### config.mk
export PLATFORM = sky130hd
export DESIGN_NAME = oacr_top
export DESIGN_NICKNAME = d
export VERILOG_FILES = /design/src/common/oacr_pkg.sv /design/src/verilog/oacr_serial_rx.sv /design/src/verilog/oacr_readback_tx.sv /design/src/verilog/oacr_top.sv
export SDC_FILE = /design/constraint.sdc
export NUM_CORES = 1
export LEC_CHECK = 0
export ABC_AREA = 0
export ABC_CLOCK_PERIOD_IN_PS = 3900
export BUFFER_PORTS_ARGS = -buffer_cell sky130_fd_sc_hd__buf_4
export CAP_MARGIN = 20
export CORE_UTILIZATION = 60
export CTS_BUF_LIST = sky130_fd_sc_hd__clkbuf_4 sky130_fd_sc_hd__clkbuf_8 sky130_fd_sc_hd__clkbuf_16
export DETAILED_ROUTE_END_ITERATION = 7
export PLACE_DENSITY = 0.85
export RECOVER_POWER = 25
export SYNTH_ARGS = -nofsm -noshare
export SYNTH_HDL_FRONTEND = slang
export SYNTH_HIERARCHICAL = 1
export SYNTH_SLANG_ARGS = --single-unit
### constraint.sdc
create_clock -name core_clk -period 3.9 [get_ports core_clk]
set_clock_uncertainty 0.05 [all_clocks]
set_input_delay 0.195 -clock core_clk [delete_from_list [all_inputs] [get_ports core_clk]]
set_output_delay 0.195 -clock core_clk [all_outputs]
set_load 0.02 [all_outputs]
### src/common/oacr_pkg.sv
// shared constants and types for the octal converter control register bank
package oacr_pkg;

  // serial word layout
  localparam int ADDR_W  = 8;
  localparam int DATA_W  = 16;
  localparam int WORD_W  = ADDR_W + DATA_W;
  localparam logic [4:0] WORD_LAST = 5'h17;

  // register offsets
  localparam logic [7:0] OFS_SOFT_RESET   = 8'h00;
  localparam logic [7:0] OFS_READBACK     = 8'h01;
  localparam logic [7:0] OFS_SYNC         = 8'h02;
  localparam logic [7:0] OFS_RAMP_START   = 8'h0A;
  localparam logic [7:0] OFS_POWER_REF    = 8'h0F;
  localparam logic [7:0] OFS_NOISE_CANCEL = 8'h14;
  localparam logic [7:0] OFS_FRAME_PAT    = 8'h1C;
  localparam logic [7:0] OFS_SEED_LOW     = 8'h23;
  localparam logic [7:0] OFS_SEED_HIGH    = 8'h24;

  // field positions
  localparam int BIT_SOFT_RESET    = 0;
  localparam int BIT_READBACK      = 0;
  localparam int BIT_SYNC_EN       = 13;
  localparam int BIT_FAST_WAKE     = 8;
  localparam int BIT_DEEP_SLEEP    = 9;
  localparam int BIT_SLEEP_ROLE    = 10;
  localparam int BIT_OUTSIDE_REF   = 15;
  localparam int BIT_FRAME_OVR     = 14;
  localparam int FRAME_PAT_W       = 14;
  localparam int SEED_HIGH_LSB     = 9;
  localparam int SEED_HIGH_W       = 7;
  localparam int CHAN_N            = 8;

  // reset values
  localparam logic [15:0] RST_VAL = 16'h0000;

  // receive state of the serial port
  typedef enum logic [1:0] {OACR_IDLE, OACR_SHIFT, OACR_DONE} oacr_state_t;

  // one decoded write word
  typedef struct packed {
    logic [7:0]  addr;
    logic [15:0] data;
  } oacr_word_t;

  // control fields presented to the converter core
  typedef struct packed {
    logic                   readback_mode;
    logic                   sync_enable;
    logic [15:0]            ramp_start_value;
    logic [CHAN_N-1:0]      channel_sleep_mask;
    logic                   fast_wake_sleep;
    logic                   deep_sleep;
    logic                   sleep_pin_role;
    logic                   outside_reference_enable;
    logic [CHAN_N-1:0]      lowfreq_noise_cancel_mask;
    logic                   frame_clock_override_enable;
    logic [FRAME_PAT_W-1:0] frame_clock_pattern;
    logic [15:0]            pseudo_random_start_low;
    logic [SEED_HIGH_W-1:0] pseudo_random_start_high;
    logic [CHAN_N-1:0]      input_polarity_swap_mask;
  } oacr_ctrl_t;

endpackage : oacr_pkg

### src/verilog/oacr_serial_rx.sv
// serial shift-in of 24-bit address/data words
`timescale 1ns/100ps
module oacr_serial_rx (
  // clock and reset
  input  wire logic               core_clk,
  input  wire logic               rst,
  // serial pins, sampled as synchronous inputs
  input  wire logic               serial_clk,
  input  wire logic               serial_select_n,
  input  wire logic               serial_data_in,
  // decoded word
  output oacr_pkg::oacr_word_t    word,
  output logic                    word_valid,
  output logic                    addr_valid,
  output logic                    shift_edge
);
  import oacr_pkg::*;

  logic [WORD_W-1:0] shreg_reg, shreg_next;
  logic [4:0]        cnt_reg, cnt_next;
  logic              sclk_reg, sclk_next;
  logic              valid_reg, valid_next;
  logic              aval_reg, aval_next;
  logic              rise;

  assign rise = serial_clk & ~sclk_reg;

  always_comb
  begin
    shreg_next = shreg_reg;
    cnt_next   = cnt_reg;
    sclk_next  = serial_clk;
    valid_next = 1'b0;
    aval_next  = 1'b0;
    if (serial_select_n)
    begin
      cnt_next = 5'h00;
    end
    else if (rise)
    begin
      shreg_next = {shreg_reg[WORD_W-2:0], serial_data_in};
      // several words may share one select pulse
      if (cnt_reg == WORD_LAST)
      begin
        cnt_next   = 5'h00;
        valid_next = 1'b1;
      end
      else
      begin
        cnt_next = cnt_reg + 5'h01;
      end
      if (cnt_reg == 5'h07)
        aval_next = 1'b1;
    end
  end

  always_ff @(posedge core_clk or posedge rst)
  begin
    if (rst)
    begin
      shreg_reg <= '0;
      cnt_reg   <= 5'h00;
      sclk_reg  <= 1'b0;
      valid_reg <= 1'b0;
      aval_reg  <= 1'b0;
    end
    else
    begin
      shreg_reg <= shreg_next;
      cnt_reg   <= cnt_next;
      sclk_reg  <= sclk_next;
      valid_reg <= valid_next;
      aval_reg  <= aval_next;
    end
  end

  assign word       = oacr_word_t'(shreg_reg);
  assign word_valid = valid_reg;
  assign addr_valid = aval_reg;
  assign shift_edge = rise & ~serial_select_n;

endmodule : oacr_serial_rx

### src/verilog/oacr_readback_tx.sv
// serial readback shifter for the readback pin
`timescale 1ns/100ps
module oacr_readback_tx (
  // clock and reset
  input  wire logic        core_clk,
  input  wire logic        rst,
  // control
  input  wire logic        enable,
  input  wire logic        load,
  input  wire logic [15:0] load_data,
  input  wire logic        shift_edge,
  input  wire logic        serial_select_n,
  // readback pin, output enable low while driving
  output logic             readback_out,
  output logic             readback_oe_n
);
  import oacr_pkg::*;

  logic [15:0] sr_reg, sr_next;
  logic        act_reg, act_next;
  logic        out_reg, out_next;
  logic        oe_n_reg, oe_n_next;

  always_comb
  begin
    sr_next   = sr_reg;
    act_next  = act_reg;
    out_next  = out_reg;
    oe_n_next = ~enable;
    if (!enable || serial_select_n)
    begin
      act_next = 1'b0;
      out_next = 1'b0;
    end
    else if (load)
    begin
      // first data bit presented right after the address byte
      sr_next  = {load_data[14:0], 1'b0};
      out_next = load_data[15];
      act_next = 1'b1;
    end
    else if (act_reg && shift_edge)
    begin
      // changes on the same core edge that samples the rise; host samples next rise
      out_next = sr_reg[15];
      sr_next  = {sr_reg[14:0], 1'b0};
    end
  end

  always_ff @(posedge core_clk or posedge rst)
  begin
    if (rst)
    begin
      sr_reg   <= RST_VAL;
      act_reg  <= 1'b0;
      out_reg  <= 1'b0;
      oe_n_reg <= 1'b1;
    end
    else
    begin
      sr_reg   <= sr_next;
      act_reg  <= act_next;
      out_reg  <= out_next;
      oe_n_reg <= oe_n_next;
    end
  end

  assign readback_out  = out_reg;
  assign readback_oe_n = oe_n_reg;

endmodule : oacr_readback_tx

### src/verilog/oacr_top.sv
// control register bank of an eight-channel converter, serial write/readback
`timescale 1ns/100ps
module oacr_top (
  // clock and reset
  input  wire logic              core_clk,
  input  wire logic              rst,
  // serial port
  input  wire logic              serial_clk,
  input  wire logic              serial_select_n,
  input  wire logic              serial_data_in,
  output logic                   serial_readback_out,
  output logic                   serial_readback_oe_n,
  // sleep pin
  input  wire logic              sleep_pin,
  // control to the converter core
  output oacr_pkg::oacr_ctrl_t   ctrl,
  output logic                   fast_wake_active,
  output logic                   deep_sleep_active,
  output logic                   frame_clock_pair
);
  import oacr_pkg::*;

  oacr_word_t  word;
  logic        word_valid;
  logic        addr_valid;
  logic        shift_edge;
  logic        rb_out;
  logic        rb_oe_n;

  oacr_ctrl_t  ctrl_reg, ctrl_next;
  logic        fast_reg, fast_next;
  logic        deep_reg, deep_next;
  logic [3:0]  fidx_reg, fidx_next;
  logic        fck_reg, fck_next;
  logic [15:0] rb_data;
  logic        rb_load;
  logic [7:0]  rb_addr;

  oacr_serial_rx u_rx (
    .core_clk        (core_clk),
    .rst             (rst),
    .serial_clk      (serial_clk),
    .serial_select_n (serial_select_n),
    .serial_data_in  (serial_data_in),
    .word            (word),
    .word_valid      (word_valid),
    .addr_valid      (addr_valid),
    .shift_edge      (shift_edge)
  );

  // readback image of one register; unused bits read zero
  function automatic logic [15:0] reg_image(input oacr_ctrl_t c, input logic [7:0] a);
    logic [15:0] v;
    v = 16'h0000;
    case (a)
      OFS_SYNC:         v[BIT_SYNC_EN] = c.sync_enable;
      OFS_RAMP_START:   v = c.ramp_start_value;
      OFS_POWER_REF:
      begin
        v[CHAN_N-1:0]      = c.channel_sleep_mask;
        v[BIT_FAST_WAKE]   = c.fast_wake_sleep;
        v[BIT_DEEP_SLEEP]  = c.deep_sleep;
        v[BIT_SLEEP_ROLE]  = c.sleep_pin_role;
        v[BIT_OUTSIDE_REF] = c.outside_reference_enable;
      end
      OFS_NOISE_CANCEL: v[CHAN_N-1:0] = c.lowfreq_noise_cancel_mask;
      OFS_FRAME_PAT:
      begin
        v[FRAME_PAT_W-1:0] = c.frame_clock_pattern;
        v[BIT_FRAME_OVR]   = c.frame_clock_override_enable;
      end
      OFS_SEED_LOW:     v = c.pseudo_random_start_low;
      OFS_SEED_HIGH:
      begin
        v[CHAN_N-1:0]                           = c.input_polarity_swap_mask;
        v[SEED_HIGH_LSB+SEED_HIGH_W-1:SEED_HIGH_LSB] = c.pseudo_random_start_high;
      end
      // register 01 and the reset register read as zero
      default:          v = 16'h0000;
    endcase
    return v;
  endfunction : reg_image

  // address byte arrives in the low bits once eight bits are in
  assign rb_addr = word.data[7:0];
  assign rb_data = reg_image(ctrl_reg, rb_addr);
  assign rb_load = addr_valid & ctrl_reg.readback_mode;

  oacr_readback_tx u_tx (
    .core_clk        (core_clk),
    .rst             (rst),
    .enable          (ctrl_reg.readback_mode),
    .load            (rb_load),
    .load_data       (rb_data),
    .shift_edge      (shift_edge),
    .serial_select_n (serial_select_n),
    .readback_out    (rb_out),
    .readback_oe_n   (rb_oe_n)
  );

  // write qualifiers of the word just committed
  logic        soft_reset_hit;
  logic        bank_write_hit;
  logic        srst_reg, srst_next;

  // while readback is active only register 01 and a soft reset can change the bank
  function automatic logic write_allowed(input logic mode, input logic [7:0] a);
    return !mode || (a == OFS_READBACK);
  endfunction : write_allowed

  // merge one accepted word; every field of the register changes at once
  function automatic oacr_ctrl_t apply_write(input oacr_ctrl_t c, input oacr_word_t w);
    oacr_ctrl_t n;
    n = c;
    case (w.addr)
      OFS_READBACK:
        n.readback_mode = w.data[BIT_READBACK];
      OFS_SYNC:
        n.sync_enable = w.data[BIT_SYNC_EN];
      OFS_RAMP_START:
        n.ramp_start_value = w.data;
      OFS_POWER_REF:
      begin
        n.channel_sleep_mask       = w.data[CHAN_N-1:0];
        n.fast_wake_sleep          = w.data[BIT_FAST_WAKE];
        n.deep_sleep               = w.data[BIT_DEEP_SLEEP];
        n.sleep_pin_role           = w.data[BIT_SLEEP_ROLE];
        n.outside_reference_enable = w.data[BIT_OUTSIDE_REF];
      end
      OFS_NOISE_CANCEL:
        n.lowfreq_noise_cancel_mask = w.data[CHAN_N-1:0];
      OFS_FRAME_PAT:
      begin
        n.frame_clock_override_enable = w.data[BIT_FRAME_OVR];
        n.frame_clock_pattern         = w.data[FRAME_PAT_W-1:0];
      end
      OFS_SEED_LOW:
        n.pseudo_random_start_low = w.data;
      OFS_SEED_HIGH:
      begin
        n.input_polarity_swap_mask = w.data[CHAN_N-1:0];
        n.pseudo_random_start_high =
          w.data[SEED_HIGH_LSB+SEED_HIGH_W-1:SEED_HIGH_LSB];
      end
      // unmapped offsets and the reset register store nothing
      default:
        n = c;
    endcase
    return n;
  endfunction : apply_write

  // the sleep pin asks for whichever depth its role selects
  function automatic logic pin_asks(input logic pin, input logic role, input logic fast);
    return pin && (role == fast);
  endfunction : pin_asks

  // frame index counts down and wraps at the frame length
  function automatic logic [3:0] frame_step(input logic [3:0] idx);
    if (idx == 4'h0)
      return 4'(FRAME_PAT_W - 1);
    return idx - 4'h1;
  endfunction : frame_step

  // normal frame is high over the first half of the count-down
  function automatic logic frame_bit(input oacr_ctrl_t c, input logic [3:0] idx);
    if (c.frame_clock_override_enable)
      return c.frame_clock_pattern[idx];
    return idx >= 4'(FRAME_PAT_W / 2);
  endfunction : frame_bit

  // soft reset is honoured even in readback mode
  assign soft_reset_hit = word_valid && (word.addr == OFS_SOFT_RESET)
    && word.data[BIT_SOFT_RESET];
  assign bank_write_hit = word_valid && write_allowed(ctrl_reg.readback_mode, word.addr);

  // soft reset bit lives for one cycle and clears itself
  always_comb
  begin
    srst_next = soft_reset_hit;
  end

  always_ff @(posedge core_clk or posedge rst)
  begin
    if (rst)
    begin
      srst_reg <= 1'b0;
    end
    else
    begin
      srst_reg <= srst_next;
    end
  end

  // register writes; the reset bit wins over any word
  always_comb
  begin
    ctrl_next = ctrl_reg;
    if (srst_reg)
    begin
      ctrl_next = '0;
    end
    else if (bank_write_hit)
    begin
      ctrl_next = apply_write(ctrl_reg, word);
    end
  end

  always_ff @(posedge core_clk or posedge rst)
  begin
    if (rst)
    begin
      ctrl_reg <= '0;
    end
    else
    begin
      ctrl_reg <= ctrl_next;
    end
  end

  // effective power state: register bits or the sleep pin in its role
  always_comb
  begin
    fast_next = pin_asks(sleep_pin, ctrl_reg.sleep_pin_role, 1'b1);
    fast_next = fast_next | ctrl_reg.fast_wake_sleep;
    deep_next = pin_asks(sleep_pin, ctrl_reg.sleep_pin_role, 1'b0);
    deep_next = deep_next | ctrl_reg.deep_sleep;
  end

  always_ff @(posedge core_clk or posedge rst)
  begin
    if (rst)
    begin
      fast_reg <= 1'b0;
      deep_reg <= 1'b0;
    end
    else
    begin
      fast_reg <= fast_next;
      deep_reg <= deep_next;
    end
  end

  // frame clock: half-high half-low over a 14-bit frame unless overridden
  always_comb
  begin
    fidx_next = frame_step(fidx_reg);
    fck_next  = frame_bit(ctrl_reg, fidx_reg);
  end

  always_ff @(posedge core_clk or posedge rst)
  begin
    if (rst)
    begin
      fidx_reg <= 4'(FRAME_PAT_W - 1);
      fck_reg  <= 1'b0;
    end
    else
    begin
      fidx_reg <= fidx_next;
      fck_reg  <= fck_next;
    end
  end

  assign ctrl                 = ctrl_reg;
  assign fast_wake_active     = fast_reg;
  assign deep_sleep_active    = deep_reg;
  assign frame_clock_pair     = fck_reg;
  assign serial_readback_out  = rb_out;
  assign serial_readback_oe_n = rb_oe_n;

endmodule : oacr_top

-- Word level (Yosys, flattened, before mapping)
Index checks and enable logic that the tools add are counted.
- output and inout bits: 89
- input bits: 6
- ROM bits: 0
- bits in writable memories: 0
- flip-flop bits (word level): 143
- memories kept: 0
- word-level logic and storage cells: 134
- latch bits: 0
- divide/modulo/power cells: 0
- multiply operators: 0
- muxes and demuxes: 41
- magnitude comparators: 2
- shift operators: 0
- add/sub/neg operators: 2
- eq/ne operators: 17
- bitwise gates (word level): 10
- reductions and logical operators: 34
- operators by type and width (operator ; count):
    2-to-1 mux 84 bit ; 2
    2-to-1 mux 16 bit ; 4
    case mux 8 bit (6 select lines) ; 1
    equality test 8 x 4 -> 1 bit (second input constant) ; 4
    equality test 8 x 5 -> 1 bit (second input constant) ; 4
    equality test 8 x 6 -> 1 bit (second input constant) ; 4
    2-to-1 mux 15 bit ; 2
    nonzero test 2 bit ; 12
    AND reduction 2 bit ; 10
    2-to-1 mux 1 bit ; 18
    equality test 8 x 2 -> 1 bit (second input constant) ; 2
    2-to-1 mux 5 bit ; 3
    2-to-1 mux 12 bit ; 1
    case mux 1 bit (4 select lines) ; 3
    case mux 2 bit (5 select lines) ; 1
    equality test 8 x 1 -> 1 bit (second input constant) ; 1
    zero test 8 bit ; 1
    2-to-1 mux 4 bit ; 2
    2-to-1 mux 8 bit ; 1
    case mux 2 bit (4 select lines) ; 1
    logical AND 1 bit ; 6
    adder 5 x 1 -> 5 bit (second input constant) ; 1
    equality test 5 x 3 -> 1 bit (second input constant) ; 1
    equality test 5 bit (second input constant) ; 1
    12 further kinds ; 20

-- Depth between registers and ports, before layout
Gate-level depths: netlist of run 1.
- depth in word-level cells: 7
- gate-level depth with buffers: 9

-- Hierarchy
Netlist of run 1, hierarchy kept.
- modules (own cells, without submodules) (module ; cells each ; times used ; area an instance (sq um) ; sequential area each (sq um)):
    oacr_top ; 475 ; 1 ; 4647.0 ; 2306.0
    oacr_serial_rx ; 85 ; 1 ; 1275.0 ; 800.8
    oacr_readback_tx ; 64 ; 1 ; 918.4 ; 451.7

-- Worst setup path before layout of run 1
Ideal clock, no wire load.
- path type: register to register
- start point: reg u_rx.shreg_reg[0], in the netlist u_rx/word[0]
- end point: reg u_tx.sr_reg[6]
- library setup time: 125 ps
- setup slack: 1886 ps
- arrival: 1840 ps
- cell stages (with the launch flop): 9
- clock period less this slack: 2014 ps
- path through: dfrtp_1 buf_2 and3b_1 clkbuf_1 a22oi_1 a2bb2oi_1 o211ai_1 mux2_2 mux2_2
- longest elaborated chain between the ends: 3
- elaborated cells on any way between the ends: 8
- those cells by class: 6 x eq/ne; 2 x mux
- ends and longest elaborated chain (item ; RTL line ; text):
    from (decl) ; oacr_serial_rx.sv:19 ; logic [WORD_W-1:0] shreg_reg, shreg_next;
    from (signal assigned) ; oacr_serial_rx.sv:69 ; shreg_reg <= shreg_next;
    equality test 8 x 6 -> 1 bit (tied with other cells) ; oacr_top.sv:55 ; case (a)
    case mux 8 bit (6 select lines) * ; oacr_top.sv:55 ;
    via rb_data[5] ; oacr_top.sv:35 ; logic [15:0] rb_data;
    2-to-1 mux 16 bit * ; oacr_readback_tx.sv:35 ; else if (load)
    to (signal assigned) ; oacr_readback_tx.sv:61 ; sr_reg <= sr_next;
    to (decl) ; oacr_readback_tx.sv:19 ; logic [15:0] sr_reg, sr_next;
The timed path passes the listed nets; every way through them passes the cells marked *.
A chain may end at the register's enable or synchronous reset.

-- Worst setup path after layout of run 1
- start point: reg u_rx.shreg_reg[0], in the netlist u_rx/word[0]
- end point: reg u_tx.sr_reg[4]
The elaborated chain is that of the path after synthesis.

==> impl_metrics.ini, run 1 <==
[timing]
fin_crit_ns = 2.588
max_slew.worst_pin.slew_ns = 1.850
relSlewSlack_pct = -23.34
rsz0062_at_grt = no
fin_tns_setup_ns = 0
period_share_pct = 66.35
setup_viol = 0
hold_viol_final = 0
fmax_mhz = 386.5
slew_viol_final = 34

[floorplan]
die_y_um = 108.8
die_x_um = 108.8
initial_utilization_pct = 62.28
dieArea_um2 = 11830
fp-row-count = 38
core_area_um2 = 10980
ios = 95

[logic_synthesis]
yosysSeqAreaShare_pct = 52.02
synth-edff-count = 0
synth_xor_area_share_pct = 0.3841
ys_warn_count = 6
synth_top_family_by_area = multiplexers
syn_nets = 631
dominantRegCellSynth = dfrtp_1
synth_area_um2 = 6840
muxShareOfSynthArea_pct = 16.13
synth_compound_gate_area_share_pct = 10.92
synth_async_sr_flop_share_pct = 100.0
synth-seq-cells = 142
avgSynthCellArea_um2 = 10.96
syn_inst = 624
synth-simple-area-share_pct = 16.01
synth_cell_types = 59
synthAdderAreaFrac_pct = 0.1829

[drt]
vias_per_cell = 6.537
postRouteWirelength_mm = 19.40
drt-initial-drc-count = 524
antenna_left = 0
drt_pass1_iterations = 5
drc_errors = 0
vias = 5602
avgRoutedWirePerCell_um = 22.64

[cells_and_area]
nets = 712
fillers = 744
area.sequential_um2 = 3560
fin_area_um2 = 8208
area_growth_pct = 19.99
largest_reg_flops = 84
drive_gt1_share_pct = 28.45
insertedDiodeCount = 0
multi_input_area_um2 = 2984

[clock_tree]
cts_tree = done
h-tree-depth = 4
root_buffer = clkbuf_16
clk_latency_ns = 0.43
cts_setup_buffers = 0
cts_buffers = 17
clkSinkCount = 142
cts.clk_slew.worst_paths_ns = 0.06
clk_path_buf_depth = 2

[critical_path]
cp_max_fo = 15
worst-setup-path-type = flop to flop
crit_path_start_kind = flop
worstPathCellList = nor3b_1, buf_4, a22oi_1, a2bb2oi_1, o211ai_1, mux2_2, mux2_2
crit_buf_inv = 1
slowest_delay_ns = 0.78
slowest_stage = dfrtp_1
critPathArrivalTime_ns = 2.85
critPathCaptureType = flop
cp.required_ns = 4.16
critPathMostFrequentCell = mux2_2
cpLargestDelayFamily = flip-flops

[global_routing]
grt_util_all_layers_pct = 35.17
grtUsageMet1_pct = 46.61
grt_pass1_vias = 5598
grt_util_met2_pct = 52.53
grt_pass1_wl_mm = 30.31
grt_antenna_before_repair = 0
grt_max_degree = 61
grt_busiest_layer = met2
grt-ovfl-total = 0
globalRouteMet3Util_pct = 8.607

[run_status]
violations = capacitance limit, slew limit
status = complete, but fails checks

[worst_hold_path]
hp-class = input pin to async pin

[placement]
hpwl_mm = 12.72
globalplace.congestion = 0.8567
portBuffers = 94
place_area_um2 = 7520

[power]
p_per_area_nw_per_um2 = 450.4
vdd_ir_drop_max_uv = 289.9
p_leak_uw = 0.004070

[job]
max-cap-violations = 1
==> routing by layer <==
| metal | up-vias | share of wire (%) |
|---|---|---|
| li1 | 2370 | - |
| met1 | 2782 | 40 |
| met2 | 363 | 46 |
| met3 | 87 | 9.1 |
| met4 | 0 | 4.9 |
| met5 | - | 0 |
==> worst reg2reg max path: stages, from the launching register on <==
cell and delay (ns):
dfrtp_1 0.78, nor3b_1 0.23, buf_4 0.23, a22oi_1 0.26, a2bb2oi_1 0.25, o211ai_1 0.12
mux2_2 0.28, mux2_2 0.26
==> cell usage in the layout (no fill, tap or decap), types with 6 or more instances in the layout <==
cell type,count
mux2_2,44
inv_1,7
nand2_1,94
dfrtp_1,137
a2bb2oi_1,7
o21ai_0,19
o211ai_1,7
nand2b_1,13
mux2_4,8
nand3_1,6
clkbuf_16,17
a21oi_1,37
a22oi_1,29
buf_4,98
nor2_1,49
mux2i_1,42
==> logic make-up after synthesis <==
family | after synthesis
simple gates | 210
flops | 142
compound gates | 117
mux | 97
buf+inv | 54
xor+xnor | 3
fa+ha+maj | 1
==> worst paths after layout <==
kind | start | to | slack [ns] | cells past startpoint
min | rst | u_rx/sclk_reg$_DFF_PP0_ | 0.32 | 3
min in group core_clk | u_rx/cnt_reg[4]$_DFFE_PP0P_ | u_rx/addr_valid$_DFF_PP0_ | 0.44 | 1
max reg2reg | u_rx/word[0]$_DFFE_PP0P_ | u_tx/sr_reg[4]$_DFFE_PP0P_ | 1.31 | 7
max | u_rx/word[0]$_DFFE_PP0P_ | u_tx/sr_reg[4]$_DFFE_PP0P_ | 1.31 | 7
max in group asynchronous | rst | ctrl[72]$_DFFE_PP0P_ | 1.37 | 4
min reg2reg | u_rx/cnt_reg[4]$_DFFE_PP0P_ | u_rx/addr_valid$_DFF_PP0_ | 0.44 | 1
==> cell usage after synthesis, types with 3 or more instances <==
cell type,instances,area [um2]
nand2b_1,13,81.33
a21oi_1,37,185.2
nand3_1,6,30.03
nand4_1,3,18.77
inv_1,8,30.03
mux2i_1,42,420.4
buf_2,9,45.04
and4_1,4,35.03
o21ai_1,3,15.01
o21ai_0,19,95.09
mux4_2,3,67.56
nor2b_1,4,25.02
or4b_1,3,30.03
a2bb2oi_1,7,61.31
o221ai_1,4,35.03
dfstp_2,4,105.1
nand3b_1,3,22.52
nand2_1,94,352.8
xor2_1,3,26.28
nor3_1,5,25.02
dfrtp_1,138,3453
mux2_4,8,120.1
buf_4,5,37.54
nor2_1,49,183.9
and3_1,3,18.77
a22oi_1,29,217.7
mux2_2,44,495.5
o211ai_1,7,52.55
buf_6,7,78.83
clkbuf_1,23,86.33
==> where the power goes <==
group	switching [uW]	internal, uW	total (uW)
clock network	602	1100	1710
registers	178	1520	1690
logic	179	117	296
==> per-stage QoR <==
stage,instances,total power [uW],util [%],worst slack (ns),hold WS [ns]
detailed placement,820,1991,68.47,1.388,0.1698
global placement,819,1965,68.36,1.130,0.1625
CTS,856,3690,74.58,1.387,0.2739
floorplan,624,1876,-,1.268,0.08284
global route,857,3791,74.73,1.029,0.3700
finish,857,3696,74.73,1.312,0.3195
==> timing repair <==
| action | in CTS | in global routing |
|---|---|---|
| hold buffers | 5 | 0 |
| endpoints found under the hold margin | 36 | 0 |
| gates resized for setup | 0 | 0 |
==> layout make-up <==
class | count | share of cell area (%)
inverters | 8 | 0.3811
clock inverters | 6 | 1.280
well taps | 140 | 2.134
clock buffers | 25 | 6.296
flip-flops and latches | 142 | 43.37
multi-input cells | 428 | 36.36
repair buffers | 108 | 10.18
Note: power is estimated with default switching activity, not from simulation.
==> run 2: changes to the inputs <==
ABC_CLOCK_PERIOD_IN_PS = 2300   (was 3900)
CORE_UTILIZATION = 52   (was 60)
PLACE_DENSITY = 0.78   (was 0.85)
clock period = 2.3 ns   (was 3.9 ns; I/O delays follow)
==> impl_metrics.ini, run 2 (synthesized netlist as in run 1, its figures left out) <==
[run_status]
status = complete, no violations

[critical_path]
critPathArrivalTime_ns = 2.45
crit_buf_inv = 1
critPathCaptureType = flop
path_depth = 7
slowest_stage = dfrtp_1
slowest_delay_ns = 0.41
worst-setup-path-type = flop to flop
cp_max_fo = 12
crit_path_start_kind = flop
critPathMostFrequentCell = mux2_2
rr_worst_depth = 7
cpLargestDelayFamily = compound AO/OA/AOI/OAI gates
worstPathCellList = buf_4, and3b_2, a22oi_1, a2bb2oi_1, o211ai_1, mux2_2, mux2_2
cp.required_ns = 2.56

[timing]
period_share_pct = 95.37
setup_viol = 0
fmax_mhz = 455.9
slew_viol_final = 0
relSlewSlack_pct = 14.86
hold_ws_ns = 0.1973
hold_viol_final = 0
max_slew.worst_pin.slew_ns = 1.277
rsz0062_at_grt = no
fin_crit_ns = 2.193

[cells_and_area]
insertedDiodeCount = 0
fin_area_um2 = 8371
final_cell_mix = dfrtp_1 (137), buf_4 (115), nand2_1 (94), nor2_1 (49), mux2_2 (44)
area_growth_pct = 22.37
largest_reg_flops = 84
stdcell_count = 909
nets = 732
drive_gt1_share_pct = 31.07
final_common_cell = dfrtp_1

[global_routing]
grt-ovfl-total = 0
grt_antenna_before_repair = 0
grt_max_degree = 93
grt_util_all_layers_pct = 29.18
grt_pass1_wl_mm = 29.17
grt_pass1_vias = 5305

[clock_tree]
clkSinkCount = 142
clk_latency_ns = 0.42
cts.clk_slew.worst_paths_ns = 0.06
h-tree-depth = 4
cts_tree = done
cts_buffers = 17
clk_path_buf_depth = 2
root_buffer = clkbuf_16

[drt]
drt-initial-drc-count = 483
vias = 5392
antenna_left = 0
avgRoutedWirePerCell_um = 20.05
postRouteWirelength_mm = 18.23
drc_errors = 0
vias_per_cell = 5.932
drt_pass1_iterations = 5

[placement]
portBuffers = 94
hpwl_mm = 12.77
place_area_um2 = 7791
globalplace.congestion = 0.9268
dp.cells = 873

[job]
max-cap-violations = 0

[floorplan]
fp-row-count = 41
die_y_um = 116.7
die_x_um = 116.7
initial_utilization_pct = 53.77
dieArea_um2 = 13620
core_area_um2 = 12720
ios = 95

[power]
p_per_area_nw_per_um2 = 716.2
vdd_ir_drop_max_uv = 463.8
p_leak_uw = 0.004148

[worst_hold_path]
hp-class = input pin to async pin
-- run 2: changes by cell type in the layout (fill, tap and decap cells not counted), sizes merged --
cell / delta
buf: +20
clkbuf: -2
clkinv: +5
bufinv: -3
-- run 2: through the flow --
stage / power, uW / utilization (%) / setup WS (ns) / setup TNS, ns
floorplan: 3181 / - / 0.2858 / 0
detailed placement: 3531 / 61.24 / -0.03378 / -0.1073
global route: 6215 / 65.79 / 0.04101 / 0
finish: 5995 / 65.79 / 0.1065 / 0
CTS: 6003 / 65.89 / 0.04960 / 0
global placement: 3492 / 61.24 / 0.06944 / 0
-- run 2: layout make-up --
class	count	area (um2)
clock buffers	23	495.5
clock inverters	8	40.04
fillers	980	4352
inverters	8	33.78
multi-input cells	428	2998
flip-flops and latches	142	3560
well taps	172	215.2
repair buffers	128	1028
-- run 2: path summary, 6_finish.rpt --
check                      slack (ns)                         end                         from
hold reg to reg                  0.44   u_rx/addr_valid$_DFF_PP0_  u_rx/cnt_reg[4]$_DFFE_PP0P_
min in group core_clk            0.37     u_rx/sclk_reg$_DFF_PP0_                   serial_clk
max in group asynchronous        0.65          srst_reg$_DFF_PP0_                          rst
setup / recovery                 0.11  u_tx/sr_reg[3]$_DFFE_PP0P_     u_rx/word[0]$_DFFE_PP0P_
setup reg to reg                 0.11  u_tx/sr_reg[3]$_DFFE_PP0P_     u_rx/word[0]$_DFFE_PP0P_
hold / removal                   0.20     u_rx/sclk_reg$_DFF_PP0_                          rst
-- run 2: repair_timing --
action,CTS,global route
endpoints found under the hold margin,123,0
gates resized for setup,2,3
setup buffers,0,0
endpoints found under the setup margin,4,6
hold buffers,5,0
-- run 2: tightest hold or removal path, delay by kind of cell --
kind,cells,cell delay (ns)
buffers and inverters,3,0.95
-- run 2: where the power goes --
| group | internal (uW) | total [uW] | switching (uW) |
|---|---|---|---|
| combinational | 325 | 787 | 462 |
| clock | 1490 | 2480 | 984 |
| sequential | 2570 | 2730 | 158 |
| total | 4390 | 5990 | 1600 |
-- run 2: metal layers --
| layer | up-vias | track usage, % | routed length (um) |
|---|---|---|---|
| li1 | 2411 | - | - |
| met1 | 2712 | 39.56 | 7731 |
| met2 | 230 | 45.84 | 8903 |
| met3 | 39 | 6.020 | 1170 |
| met4 | 0 | 12.24 | 423 |
| met5 | - | 0 | 0 |
